**config.mk**
```make
export PLATFORM = sky130hd
export DESIGN_NAME = mem_port_dispatch
export DESIGN_NICKNAME = d
export VERILOG_FILES = /design/src/verilog/mem_port_pkg.sv /design/src/verilog/stream_if.sv /design/src/verilog/mem_addr_former.sv /design/src/verilog/mem_port_dispatch.sv /design/src/verilog/resp_fifo.sv
export SDC_FILE = /design/constraint.sdc
export NUM_CORES = 1
export LEC_CHECK = 0
export CORE_MARGIN = 4
export CORE_UTILIZATION = 40
export CTS_CLUSTER_DIAMETER = 60
export DETAILED_ROUTE_END_ITERATION = 8
export DONT_BUFFER_PORTS = 1
export PLACE_DENSITY = 0.64
export SYNTH_ARGS = -nofsm -noshare
export SYNTH_HDL_FRONTEND = slang
export SYNTH_SLANG_ARGS = --single-unit
```
**constraint.sdc**
```tcl
create_clock -name clock -period 6.9 [get_ports clock]
set_input_delay 0.69 -clock clock [delete_from_list [all_inputs] [get_ports clock]]
set_output_delay 0.69 -clock clock [all_outputs]
set_load 0.005 [all_outputs]
```
**src/verilog/mem_port_pkg.sv**
```systemverilog
// Constants shared by the debug memory access port dispatch block
package mem_port_pkg;

  // ----------------------------------------------------------------
  // Register offsets within the access port register space
  // ----------------------------------------------------------------
  localparam logic [7:0] OFF_CONTROL_STATUS = 8'h00;
  localparam logic [7:0] OFF_TRANSFER_ADDR = 8'h04;
  localparam logic [7:0] OFF_DATA_WINDOW = 8'h0c;
  localparam logic [7:0] OFF_BANKED_BASE = 8'h10;
  localparam logic [7:0] OFF_BARRIER = 8'h20;
  localparam logic [7:0] OFF_XFER_COUNT = 8'h24;
  localparam logic [7:0] OFF_CONFIG = 8'hf4;
  localparam logic [7:0] OFF_DEBUG_BASE = 8'hf8;
  localparam logic [7:0] OFF_IDENT = 8'hfc;

  // ----------------------------------------------------------------
  // Control/status word fields and reset values
  // ----------------------------------------------------------------
  localparam int CSW_SIZE_LSB = 0;
  localparam int CSW_INC_LSB = 4;
  localparam logic [2:0] SIZE_BYTE = 3'h0;
  localparam logic [2:0] SIZE_HALF = 3'h1;
  localparam logic [2:0] SIZE_WORD = 3'h2;
  localparam logic [2:0] SIZE_DWORD = 3'h3;
  localparam logic [1:0] INC_OFF = 2'h0;
  localparam logic [1:0] INC_SINGLE = 2'h1;
  localparam logic [1:0] INC_PACKED = 2'h2;
  localparam logic [2:0] SIZE_RESET = 3'h2;
  localparam logic [1:0] INC_RESET = 2'h0;
  localparam logic [31:0] TRANSFER_ADDR_RESET = 32'h0000_0000;
  localparam logic [7:0] XFER_COUNT_RESET = 8'h00;

  // ----------------------------------------------------------------
  // Configuration word fields
  // ----------------------------------------------------------------
  localparam int CFG_WIDE_BIT = 2;
  localparam int CFG_PACKED_BIT = 3;

  // ----------------------------------------------------------------
  // Connected address space layout
  // ----------------------------------------------------------------
  localparam logic [31:0] BLOCK_BYTES = 32'h0000_1000;
  localparam logic [31:0] GRANULE_BYTES = 32'h0001_0000;

  // ----------------------------------------------------------------
  // Response buffer shape
  // ----------------------------------------------------------------
  localparam int RESP_FIFO_DEPTH = 16;
  localparam int RESP_FIFO_WIDTH = 65;

endpackage : mem_port_pkg

```
**src/verilog/stream_if.sv**
```systemverilog
// Valid/ready word stream carrier between the dispatcher and its buffer
`timescale 1ns/10ps
`default_nettype none

interface stream_if #(parameter int WIDTH = 32);
  logic valid;
  logic ready;
  logic [WIDTH-1:0] data;

  modport producer (output valid, output data, input ready);
  modport consumer (input valid, input data, output ready);
endinterface : stream_if

`default_nettype wire
```
**src/verilog/mem_addr_former.sv**
```systemverilog
// Forms the memory address for window and banked data accesses
`timescale 1ns/10ps
`default_nettype none

module mem_addr_former (
  input wire logic [31:0] transfer_address,
  input wire logic banked,
  input wire logic [1:0] bank_index,
  output logic [31:0] mem_addr
);
  // Banked words ignore the transfer address low nibble
  always_comb begin
    if (banked) begin
      mem_addr = {transfer_address[31:4], bank_index, 2'b00};
    end else begin
      mem_addr = transfer_address;
    end
  end

endmodule : mem_addr_former

`default_nettype wire

```
**src/verilog/mem_port_dispatch.sv**
```systemverilog
// Register front end of the debug memory access port
// Function
// Plain register accesses never start memory transactions
// Window write writes memory at transfer address
// Window read returns data after memory read
// Banked words hit four consecutive memory words
// Banked address ignores transfer address low nibble
// Bank index gives bits 3:2, bits 1:0 zero
// Barrier register access starts memory transaction
// Wide size: some data accesses skip memory
// Nonzero transaction counter repeats memory transactions
// Packed sub-word window access splits into beats
// Completion waits for all beats, error or abort
// Error ends request, drops remaining beats
// Debugger abort cancels pending memory activity
// Identification word answers at offset 0xfc
// Components occupy 4KB blocks of address space
// Several components need a directory table
// Component base aligned to 64KB granule
// Debugger skips unsupported register block types
// Base pointer names component or directory table
// Port select routes, bank select gives A[7:4]
// A[3:2] picks register, flag picks direction
// Request may stay pending without cycle bound
// Multiple beats issue in ascending order, one each; code repeats one address with increment off or on banked words
`timescale 1ns/10ps
`default_nettype none

module mem_port_dispatch
  import mem_port_pkg::*;
#(
  parameter logic [7:0] PORT_NUMBER = 8'h00,
  parameter bit WIDE_DATA = 1'b0,
  parameter bit PACKED = 1'b1,
  parameter int COMPONENTS = 2,
  parameter logic [31:0] COMPONENT_BASE = 32'h8000_0000,
  parameter logic [31:0] DIRECTORY_BASE = 32'hc000_0000,
  // Arbitrary neutral value, not a registered designer code
  parameter logic [31:0] IDENT_VALUE = 32'h1001_0a01
) (
  input wire logic clock,
  input wire logic reset_n,
  input wire logic req_valid,
  output logic req_ready,
  input wire logic [7:0] port_select_field,
  input wire logic [3:0] register_bank_select,
  input wire logic [1:0] req_reg_index,
  input wire logic req_write,
  input wire logic [31:0] req_wdata,
  output logic resp_valid,
  input wire logic resp_ready,
  output logic [31:0] resp_rdata,
  output logic resp_error,
  input wire logic abort,
  output logic mem_req_valid,
  input wire logic mem_req_ready,
  output logic [31:0] mem_addr,
  output logic mem_write,
  output logic [2:0] mem_size,
  output logic mem_barrier,
  output logic [31:0] mem_wdata,
  output logic [31:0] mem_wdata_hi,
  input wire logic mem_resp_valid,
  output logic mem_resp_ready,
  input wire logic [31:0] mem_resp_rdata,
  input wire logic [31:0] mem_resp_rdata_hi,
  input wire logic mem_resp_error
);

  // ----------------------------------------------------------------
  // State and storage
  // ----------------------------------------------------------------
  typedef enum logic [2:0] {ST_IDLE, ST_ISSUE, ST_WAIT, ST_RESP, ST_FLUSH} state_t;

  state_t state_r;
  logic [2:0] size_r;
  logic [1:0] inc_r;
  logic [31:0] transfer_address_r;
  logic [7:0] xfer_count_r;
  logic cur_write_r;
  logic cur_banked_r;
  logic cur_window_r;
  logic cur_barrier_r;
  logic [1:0] cur_index_r;
  logic [11:0] beats_left_r;
  logic [31:0] acc_r;
  logic [31:0] hold_r;
  logic wide_half_r;
  logic [31:0] cur_lo_r;
  logic [31:0] cur_hi_r;
  logic [31:0] resp_rdata_r;
  logic resp_error_r;

  stream_if #(.WIDTH(RESP_FIFO_WIDTH)) resp_in ();
  stream_if #(.WIDTH(RESP_FIFO_WIDTH)) resp_out ();

  // ----------------------------------------------------------------
  // Request decode
  // ----------------------------------------------------------------
  logic take;
  logic hit;
  logic [7:0] reg_off;
  logic is_window;
  logic is_banked;
  logic is_barrier;
  logic is_data;
  logic wide_mode;
  logic wide_skip;
  logic packed_mode;
  logic [2:0] beats_per;
  logic [11:0] seq_len;
  logic starts_mem;
  logic [31:0] base_value;
  logic [31:0] reg_rdata;
  logic [1:0] inc_view;

  assign req_ready = (state_r == ST_IDLE);
  assign take = req_valid && req_ready;
  assign hit = (port_select_field == PORT_NUMBER);
  assign reg_off = {register_bank_select, req_reg_index, 2'b00};
  assign is_window = (reg_off == OFF_DATA_WINDOW);
  assign is_banked = (reg_off[7:4] == OFF_BANKED_BASE[7:4]);
  assign is_barrier = (reg_off == OFF_BARRIER);
  assign is_data = is_window || is_banked;
  assign wide_mode = WIDE_DATA && (size_r == SIZE_DWORD);
  // Lower word is the first access; a write's first half and a read's second half complete locally
  assign wide_skip = wide_mode && is_data && (req_write ^ wide_half_r) && !wide_half_r
    ? req_write : (wide_mode && is_data && wide_half_r && !req_write);
  assign packed_mode = PACKED && (inc_r == INC_PACKED) && (size_r < SIZE_WORD);
  assign beats_per = (packed_mode && is_window)
    ? ((size_r == SIZE_BYTE) ? 3'h4 : 3'h2) : 3'h1;
  assign seq_len = is_barrier ? 12'h001
    : 12'(12'(beats_per) * (12'(xfer_count_r) + 12'h001));
  assign starts_mem = hit && (is_data || is_barrier) && !wide_skip;
  assign inc_view = (inc_r == INC_PACKED && !PACKED) ? INC_OFF : inc_r;
  // Several components need the directory table
  assign base_value = ((COMPONENTS > 1) ? DIRECTORY_BASE : COMPONENT_BASE)
    & ~(GRANULE_BYTES - 32'h1);

  always_comb begin
    reg_rdata = 32'h0000_0000;
    if (!hit) begin
      reg_rdata = 32'h0000_0000;
    end else if (reg_off == OFF_CONTROL_STATUS) begin
      reg_rdata[CSW_SIZE_LSB +: 3] = size_r;
      reg_rdata[CSW_INC_LSB +: 2] = inc_view;
    end else if (reg_off == OFF_TRANSFER_ADDR) begin
      reg_rdata = transfer_address_r;
    end else if (reg_off == OFF_XFER_COUNT) begin
      reg_rdata[7:0] = xfer_count_r;
    end else if (reg_off == OFF_CONFIG) begin
      reg_rdata[CFG_WIDE_BIT] = WIDE_DATA;
      reg_rdata[CFG_PACKED_BIT] = PACKED;
    end else if (reg_off == OFF_DEBUG_BASE) begin
      reg_rdata = base_value;
    end else if (reg_off == OFF_IDENT) begin
      reg_rdata = IDENT_VALUE;
    end else if (is_data && wide_skip) begin
      reg_rdata = hold_r;
    end
  end

  // ----------------------------------------------------------------
  // Memory side
  // ----------------------------------------------------------------
  logic mem_fire;
  logic pop;
  logic beat_error;
  logic [31:0] lane_mask;
  logic [31:0] step;

  mem_addr_former addr_former (
    .transfer_address(transfer_address_r),
    .banked(cur_banked_r),
    .bank_index(cur_index_r),
    .mem_addr(mem_addr)
  );

  // One beat in flight at a time keeps beats strictly in order
  assign mem_req_valid = (state_r == ST_ISSUE);
  assign mem_fire = mem_req_valid && mem_req_ready;
  assign mem_write = cur_write_r;
  assign mem_barrier = cur_barrier_r;
  assign mem_size = wide_mode ? SIZE_DWORD : (packed_mode && cur_window_r) ? size_r : SIZE_WORD;
  assign mem_wdata = cur_lo_r;
  assign mem_wdata_hi = cur_hi_r;

  assign resp_in.valid = mem_resp_valid;
  assign resp_in.data = {mem_resp_error, mem_resp_rdata_hi, mem_resp_rdata};
  assign mem_resp_ready = resp_in.ready;
  // Drained only in wait and flush; one beat in flight keeps the buffer from filling
  assign resp_out.ready = (state_r == ST_WAIT) || (state_r == ST_FLUSH);
  assign pop = resp_out.valid && resp_out.ready;
  assign beat_error = resp_out.data[64];

  resp_fifo #(.WIDTH(RESP_FIFO_WIDTH), .DEPTH(RESP_FIFO_DEPTH)) resp_buffer (
    .clock(clock),
    .reset_n(reset_n),
    .wr(resp_in),
    .rd(resp_out)
  );

  always_comb begin
    lane_mask = 32'hffff_ffff;
    if (mem_size == SIZE_BYTE) begin
      lane_mask = 32'h0000_00ff << {mem_addr[1:0], 3'b000};
    end else if (mem_size == SIZE_HALF) begin
      lane_mask = 32'h0000_ffff << {mem_addr[1], 4'h0};
    end
  end

  assign step = 32'h0000_0001 << mem_size;

  // ----------------------------------------------------------------
  // Sequencer
  // ----------------------------------------------------------------
  always_ff @(posedge clock or negedge reset_n) begin
    if (!reset_n) begin
      state_r <= ST_IDLE;
    end else begin
      case (state_r)
        ST_IDLE: begin
          if (take) begin
            state_r <= starts_mem ? ST_ISSUE : ST_RESP;
          end
        end
        ST_ISSUE: begin
          if (abort) begin
            state_r <= mem_fire ? ST_FLUSH : ST_IDLE;
          end else if (mem_fire) begin
            state_r <= ST_WAIT;
          end
        end
        ST_WAIT: begin
          if (abort) begin
            state_r <= pop ? ST_IDLE : ST_FLUSH;
          end else if (pop) begin
            if (beat_error || beats_left_r == 12'h001) begin
              state_r <= ST_RESP;
            end else begin
              state_r <= ST_ISSUE;
            end
          end
        end
        ST_RESP: begin
          if (abort || resp_ready) begin
            state_r <= ST_IDLE;
          end
        end
        ST_FLUSH: begin
          // An issued beat lands and is thrown away
          if (pop) begin
            state_r <= ST_IDLE;
          end
        end
        default: begin
          state_r <= ST_IDLE;
        end
      endcase
    end
  end

  // ----------------------------------------------------------------
  // Programmable registers
  // ----------------------------------------------------------------
  always_ff @(posedge clock or negedge reset_n) begin
    if (!reset_n) begin
      size_r <= SIZE_RESET;
      inc_r <= INC_RESET;
      xfer_count_r <= XFER_COUNT_RESET;
    end else if (take && hit && req_write) begin
      if (reg_off == OFF_CONTROL_STATUS) begin
        size_r <= req_wdata[CSW_SIZE_LSB +: 3];
        inc_r <= req_wdata[CSW_INC_LSB +: 2];
      end else if (reg_off == OFF_XFER_COUNT) begin
        xfer_count_r <= req_wdata[7:0];
      end
    end
  end

  // Address advances only after a successful window beat
  always_ff @(posedge clock or negedge reset_n) begin
    if (!reset_n) begin
      transfer_address_r <= TRANSFER_ADDR_RESET;
    end else if (take && hit && req_write && reg_off == OFF_TRANSFER_ADDR) begin
      transfer_address_r <= req_wdata;
    end else if (state_r == ST_WAIT && pop && !abort && !beat_error && cur_window_r
        && inc_view != INC_OFF) begin
      transfer_address_r <= transfer_address_r + step;
    end
  end

  // ----------------------------------------------------------------
  // Current request and data assembly
  // ----------------------------------------------------------------
  always_ff @(posedge clock or negedge reset_n) begin
    if (!reset_n) begin
      cur_write_r <= 1'b0;
      cur_banked_r <= 1'b0;
      cur_window_r <= 1'b0;
      cur_barrier_r <= 1'b0;
      cur_index_r <= 2'h0;
      cur_lo_r <= 32'h0000_0000;
      cur_hi_r <= 32'h0000_0000;
    end else if (take) begin
      cur_write_r <= req_write;
      cur_banked_r <= is_banked;
      cur_window_r <= is_window;
      cur_barrier_r <= is_barrier;
      cur_index_r <= req_reg_index;
      cur_lo_r <= (wide_mode && is_data && req_write) ? hold_r : req_wdata;
      cur_hi_r <= req_wdata;
    end
  end

  always_ff @(posedge clock or negedge reset_n) begin
    if (!reset_n) begin
      beats_left_r <= 12'h000;
      acc_r <= 32'h0000_0000;
    end else if (take) begin
      beats_left_r <= seq_len;
      acc_r <= 32'h0000_0000;
    end else if (state_r == ST_WAIT && pop) begin
      beats_left_r <= beats_left_r - 12'h001;
      acc_r <= (acc_r & ~lane_mask) | (resp_out.data[31:0] & lane_mask);
    end
  end

  always_ff @(posedge clock or negedge reset_n) begin
    if (!reset_n) begin
      hold_r <= 32'h0000_0000;
      wide_half_r <= 1'b0;
    end else if (take && hit && req_write && reg_off == OFF_CONTROL_STATUS) begin
      wide_half_r <= 1'b0;
    end else if (take && wide_mode && is_data && hit && wide_skip) begin
      hold_r <= req_wdata;
      wide_half_r <= ~wide_half_r;
    end else if (state_r == ST_WAIT && pop && wide_mode && cur_banked_r | cur_window_r) begin
      hold_r <= resp_out.data[63:32];
      wide_half_r <= !(beat_error || abort) && !cur_write_r;
    end
  end

  // ----------------------------------------------------------------
  // Answer to the debug port
  // ----------------------------------------------------------------
  assign resp_valid = (state_r == ST_RESP);
  assign resp_rdata = resp_rdata_r;
  assign resp_error = resp_error_r;

  always_ff @(posedge clock or negedge reset_n) begin
    if (!reset_n) begin
      resp_rdata_r <= 32'h0000_0000;
      resp_error_r <= 1'b0;
    end else if (take) begin
      resp_rdata_r <= reg_rdata;
      resp_error_r <= 1'b0;
    end else if (state_r == ST_WAIT && pop) begin
      resp_error_r <= beat_error;
      resp_rdata_r <= (acc_r & ~lane_mask) | (resp_out.data[31:0] & lane_mask);
    end
  end

endmodule : mem_port_dispatch

`default_nettype wire

```
**src/verilog/resp_fifo.sv**
```systemverilog
// Synchronous FIFO holding memory responses on their way to the dispatcher
`timescale 1ns/10ps
`default_nettype none

module resp_fifo #(
  parameter int WIDTH = 65,
  parameter int DEPTH = 16
) (
  input wire logic clock,
  input wire logic reset_n,
  stream_if.consumer wr,
  stream_if.producer rd
);
  localparam int PTR_W = $clog2(DEPTH);

  logic [WIDTH-1:0] mem [DEPTH];
  logic [PTR_W-1:0] wr_ptr_r;
  logic [PTR_W-1:0] rd_ptr_r;
  logic [PTR_W:0] count_r;
  logic push;
  logic pop;

  assign wr.ready = (count_r != (PTR_W+1)'(DEPTH));
  assign rd.valid = (count_r != '0);
  assign rd.data = mem[rd_ptr_r];
  assign push = wr.valid && wr.ready;
  assign pop = rd.valid && rd.ready;

  always_ff @(posedge clock) begin
    if (push) begin
      mem[wr_ptr_r] <= wr.data;
    end
  end

  always_ff @(posedge clock or negedge reset_n) begin
    if (!reset_n) begin
      wr_ptr_r <= '0;
      rd_ptr_r <= '0;
      count_r <= '0;
    end else begin
      if (push) begin
        wr_ptr_r <= (wr_ptr_r == PTR_W'(DEPTH - 1)) ? '0 : wr_ptr_r + 1'b1;
      end
      if (pop) begin
        rd_ptr_r <= (rd_ptr_r == PTR_W'(DEPTH - 1)) ? '0 : rd_ptr_r + 1'b1;
      end
      if (push && !pop) begin
        count_r <= count_r + 1'b1;
      end else if (pop && !push) begin
        count_r <= count_r - 1'b1;
      end
    end
  end

endmodule : resp_fifo

`default_nettype wire

```
==> flow_summary.ini <==
[status]
status = complete, no violations

[global_routing]
grt_start_max_net_pins = 177
grt_util_all_layers = 0.186
grt_pass1_wl_um = 110000
antenna_found_initial = 0
overflow = 0
grt_pass1_vias = 17000

[layout]
final_nets = 2021
n_antenna_cell = 0
area_growth_pct = 11.0
layout-drive-gt1-share = 0.187
fin_area_sq_um = 33400
fillers = 6406
stdcell_count = 2893
seqCellArea_sq_um = 20300
multi_input_area_sq_um = 8930

[timing]
setup_viol = 0
worst_slew_pin_slew_ns = 1.23
tns_ns = 0
slew-limit-headroom = 0.177
skew_ns = 0.0383
hold_ws_ns = 0.0653
min_period_over_period = 0.685
period_minus_slack_ns = 4.73
hold_viol = 0
rsz0062_at_grt = no
final-max-slew-violation-count = 0
fmax_mhz = 212

[setup_path]
rrSetupSlack_ns = 2.17
endpoint_kind = register
crit_chain = nor4b_1 > nand2_1 > nor2_1 > ha_1 > inv_1 > fa_1 > nand2b_1 > a21o_1 > a2111oi_1 > nand4_1 > a21o_1 > a221o_1
reg2reg_from = inc_r[0]$_DFFE_PN0P_
cp_data_arrival_time_ns = 5.23
crit_path_end = transfer_address_r[30]$_DFFE_PN0P_
reg2reg_to = transfer_address_r[30]$_DFFE_PN0P_
path_max_fanout = 13
slowest_stage = a2111oi_1
worstSetupPathType = reg -> reg
worstPathRequired_ns = 7.41
path_common_cell = a21o_1
reg2reg_depth = 12
cp-start-kind = register
slowest_delay_ns = 0.89
startpoint = inc_r[0]$_DFFE_PN0P_

[clock_network]
root_buffer = clkbuf_16
clock-sinks = 704
max-clock-path-buffers = 3
cts_buffers = 79
cts_tree = built
clk_pin_slew_ns = 0.06
htree_levels = 3
clk_latency_ns = 0.62
postCtsSetupBuffers = 0

[placed_design]
placed_cell_area_sq_um = 30800
place_hpwl_um = 44900
dp_cells = 2748
gp_congestion = 0.857
port_buffers = 0

[floorplanning]
initial_core_util = 0.404
io_pins = 257
die_w_um = 282
core_sq_um = 74400
dieHeight_um = 282
std_cell_rows = 100
die_area_sq_um = 79600

[logic_synthesis]
ys_seq_elements = 704
synth_top_area_share = 0.528
syn_area_sq_um = 30100
synth.most_common_cell = edfxtp_1
yosysUniqueCellTypes = 68
synth_edf_count = 528
yosys_most_used_dff = edfxtp_1
ys_seq_area_frac = 0.674
synthArstFlopShare = 0.250
yosys_warnings = 0
yosys-top-cells-count = edfxtp_1, nand2_1, dfrtp_1, mux4_2, nor2_1
synth_area_leader_cell = edfxtp_1
syn_inst = 1895
synth.avg_cell_area_sq_um = 15.9
synth_area_leaders = edfxtp_1, dfrtp_1, mux4_2

[job]
max_cap_viol_count = 0

[detailed_routing]
wl_um = 74600
vias_per_cell = 5.72
drc = 0
drt_pass1_iterations = 7
postRouteAntennaNets = 0
routedWlPerCell_um = 25.8
drt_iter0_drc = 1456
num_vias = 16600

[pwr]
powerDensity_nw_per_um2 = 399
leakage_nw = 11.9
max-vdd-ir-drop_mv = 0.301

[min_path]
hp-class = in -> async
[kinds of logic (layout without fill, tap and decap cells)]
logic type,Yosys count,in the layout,synth area share
AO/OA/AOI/OAI,251,251,0.0573
XOR/XNOR,41,41,0.0119
adder cells (fa/ha/maj),41,41,0.0196
buffers and inverters,204,228,0.0336
flip-flops,704,704,0.674
multiplexers,202,202,0.136
other,1,6,0.000125
AND/OR/NAND/NOR,451,451,0.0670
[per-stage QoR]
| stage | worst slack (ns) | power [mW] | utilization |
|---|---|---|---|
| finish | 2.17 | 13.3 | 0.448 |
| global route | 1.88 | 14.0 | 0.448 |
| CTS | 2.25 | 13.5 | 0.448 |
| detailed placement | 2.10 | 9.42 | 0.414 |
| global placement | 2.17 | 9.29 | 0.414 |
| floorplan | 2.94 | 8.36 | - |
[per-layer routing]
metal / wire [um] / track usage / part of all wire / up-vias
met1: 29100 / 0.235 / 0.39 / 8668
met3: 6410 / 0.0489 / 0.086 / 97
met5: 0 / 0 / 0 / -
li1: - / - / - / 7175
met4: 1560 / 0.0495 / 0.021 / 0
met2: 37600 / 0.319 / 0.50 / 612
[report_power, final]
part	leakage, nW	internal [mW]	switching, mW	total (mW)
clock	1.21	2.30	1.70	4.00
sequential	7.00	5.23	0.582	5.81
combinational	3.69	1.61	1.89	3.49
total	11.9	9.13	4.17	13.3
[worst max-delay path, delay by kind of cell (launching register included)]
kind | cells | cell delay [ns]
flops | 1 | 0.41
buf+inv | 1 | 0.06
compound gates | 4 | 1.62
fa+ha+maj | 2 | 0.61
simple gates | 5 | 1.93
[flip-flops by register name (all words and copies together), names as in the netlist, 3 cells and up]
signal and cells:
mem_wdata_hi 32, xfer_count_r 8, resp_rdata 32, transfer_address_r 32
state_r 3, size_r 3, resp_buffer.rd_ptr_r 4, resp_buffer.mem 528
beats_left_r 12, resp_buffer.wr_ptr_r 4, resp_buffer.count_r 5, acc_r 32
[how the worst min path moves through the flow]
stage	from	slack [ns]	cells after the start	endpoint
2_1_floorplan	reset_n	0.39	0	acc_r[0]$_DFFE_PN0P_
3_3_place_gp	reset_n	0.40	0	beats_left_r[11]$_DFFE_PN0P_
3_5_place_dp	reset_n	0.40	0	beats_left_r[11]$_DFFE_PN0P_
4_1_cts	mem_resp_rdata[30]	0.12	0	resp_buffer.mem[6][30]$_DFFE_PP_
5_1_grt	mem_resp_rdata[27]	0.12	0	resp_buffer.mem[3][27]$_DFFE_PP_
6_report	reset_n	0.07	1	beats_left_r[7]$_DFFE_PN0P_
[final cells by class]
cell class,instances,share of cell area
flip-flops and latches,704,0.608
clock inverters,44,0.0118
repair buffers,33,0.00803
well taps,969,0.0363
multi-input cells,992,0.268
clock buffers,100,0.0629
inverters,51,0.00574
[layout by cell type (no fill, tap or decap), types with 10 or more instances in the layout]
master     netlist  layout
edfxtp_1       528     528
nand2_1        217     216
dfrtp_1        175     171
mux4_2         164     164
nor2_1          96      82
clkbuf_16        0      80
inv_1           51      51
a21oi_1         50      50
o21ai_0         46      43
a21o_1          33      33
buf_4           61      32
ha_1            31      31
nor3_1          28      24
xnor2_1         21      21
xor2_1          20      20
mux2i_1         20      20
nand3_1         19      19
mux2_2          18      18
clkbuf_1        65      18
o21ai_1         14      17
a221o_1         17      17
o221ai_1        16      16
clkinv_1         0      15
nand4_1         14      14
clkinv_2         0      14
nor2_4           0      12
and3_1          11      11
nand2b_1        11      11
nor2b_1         11      11
fa_1            10      10
[timing repair]
item                                    4_1_cts  5_1_grt
gates resized for setup                       0        0
hold buffers                                  1        0
endpoints found under the setup margin        0        0
hold endpoints to repair                    176        0
(Power assumes the default switching activity.)
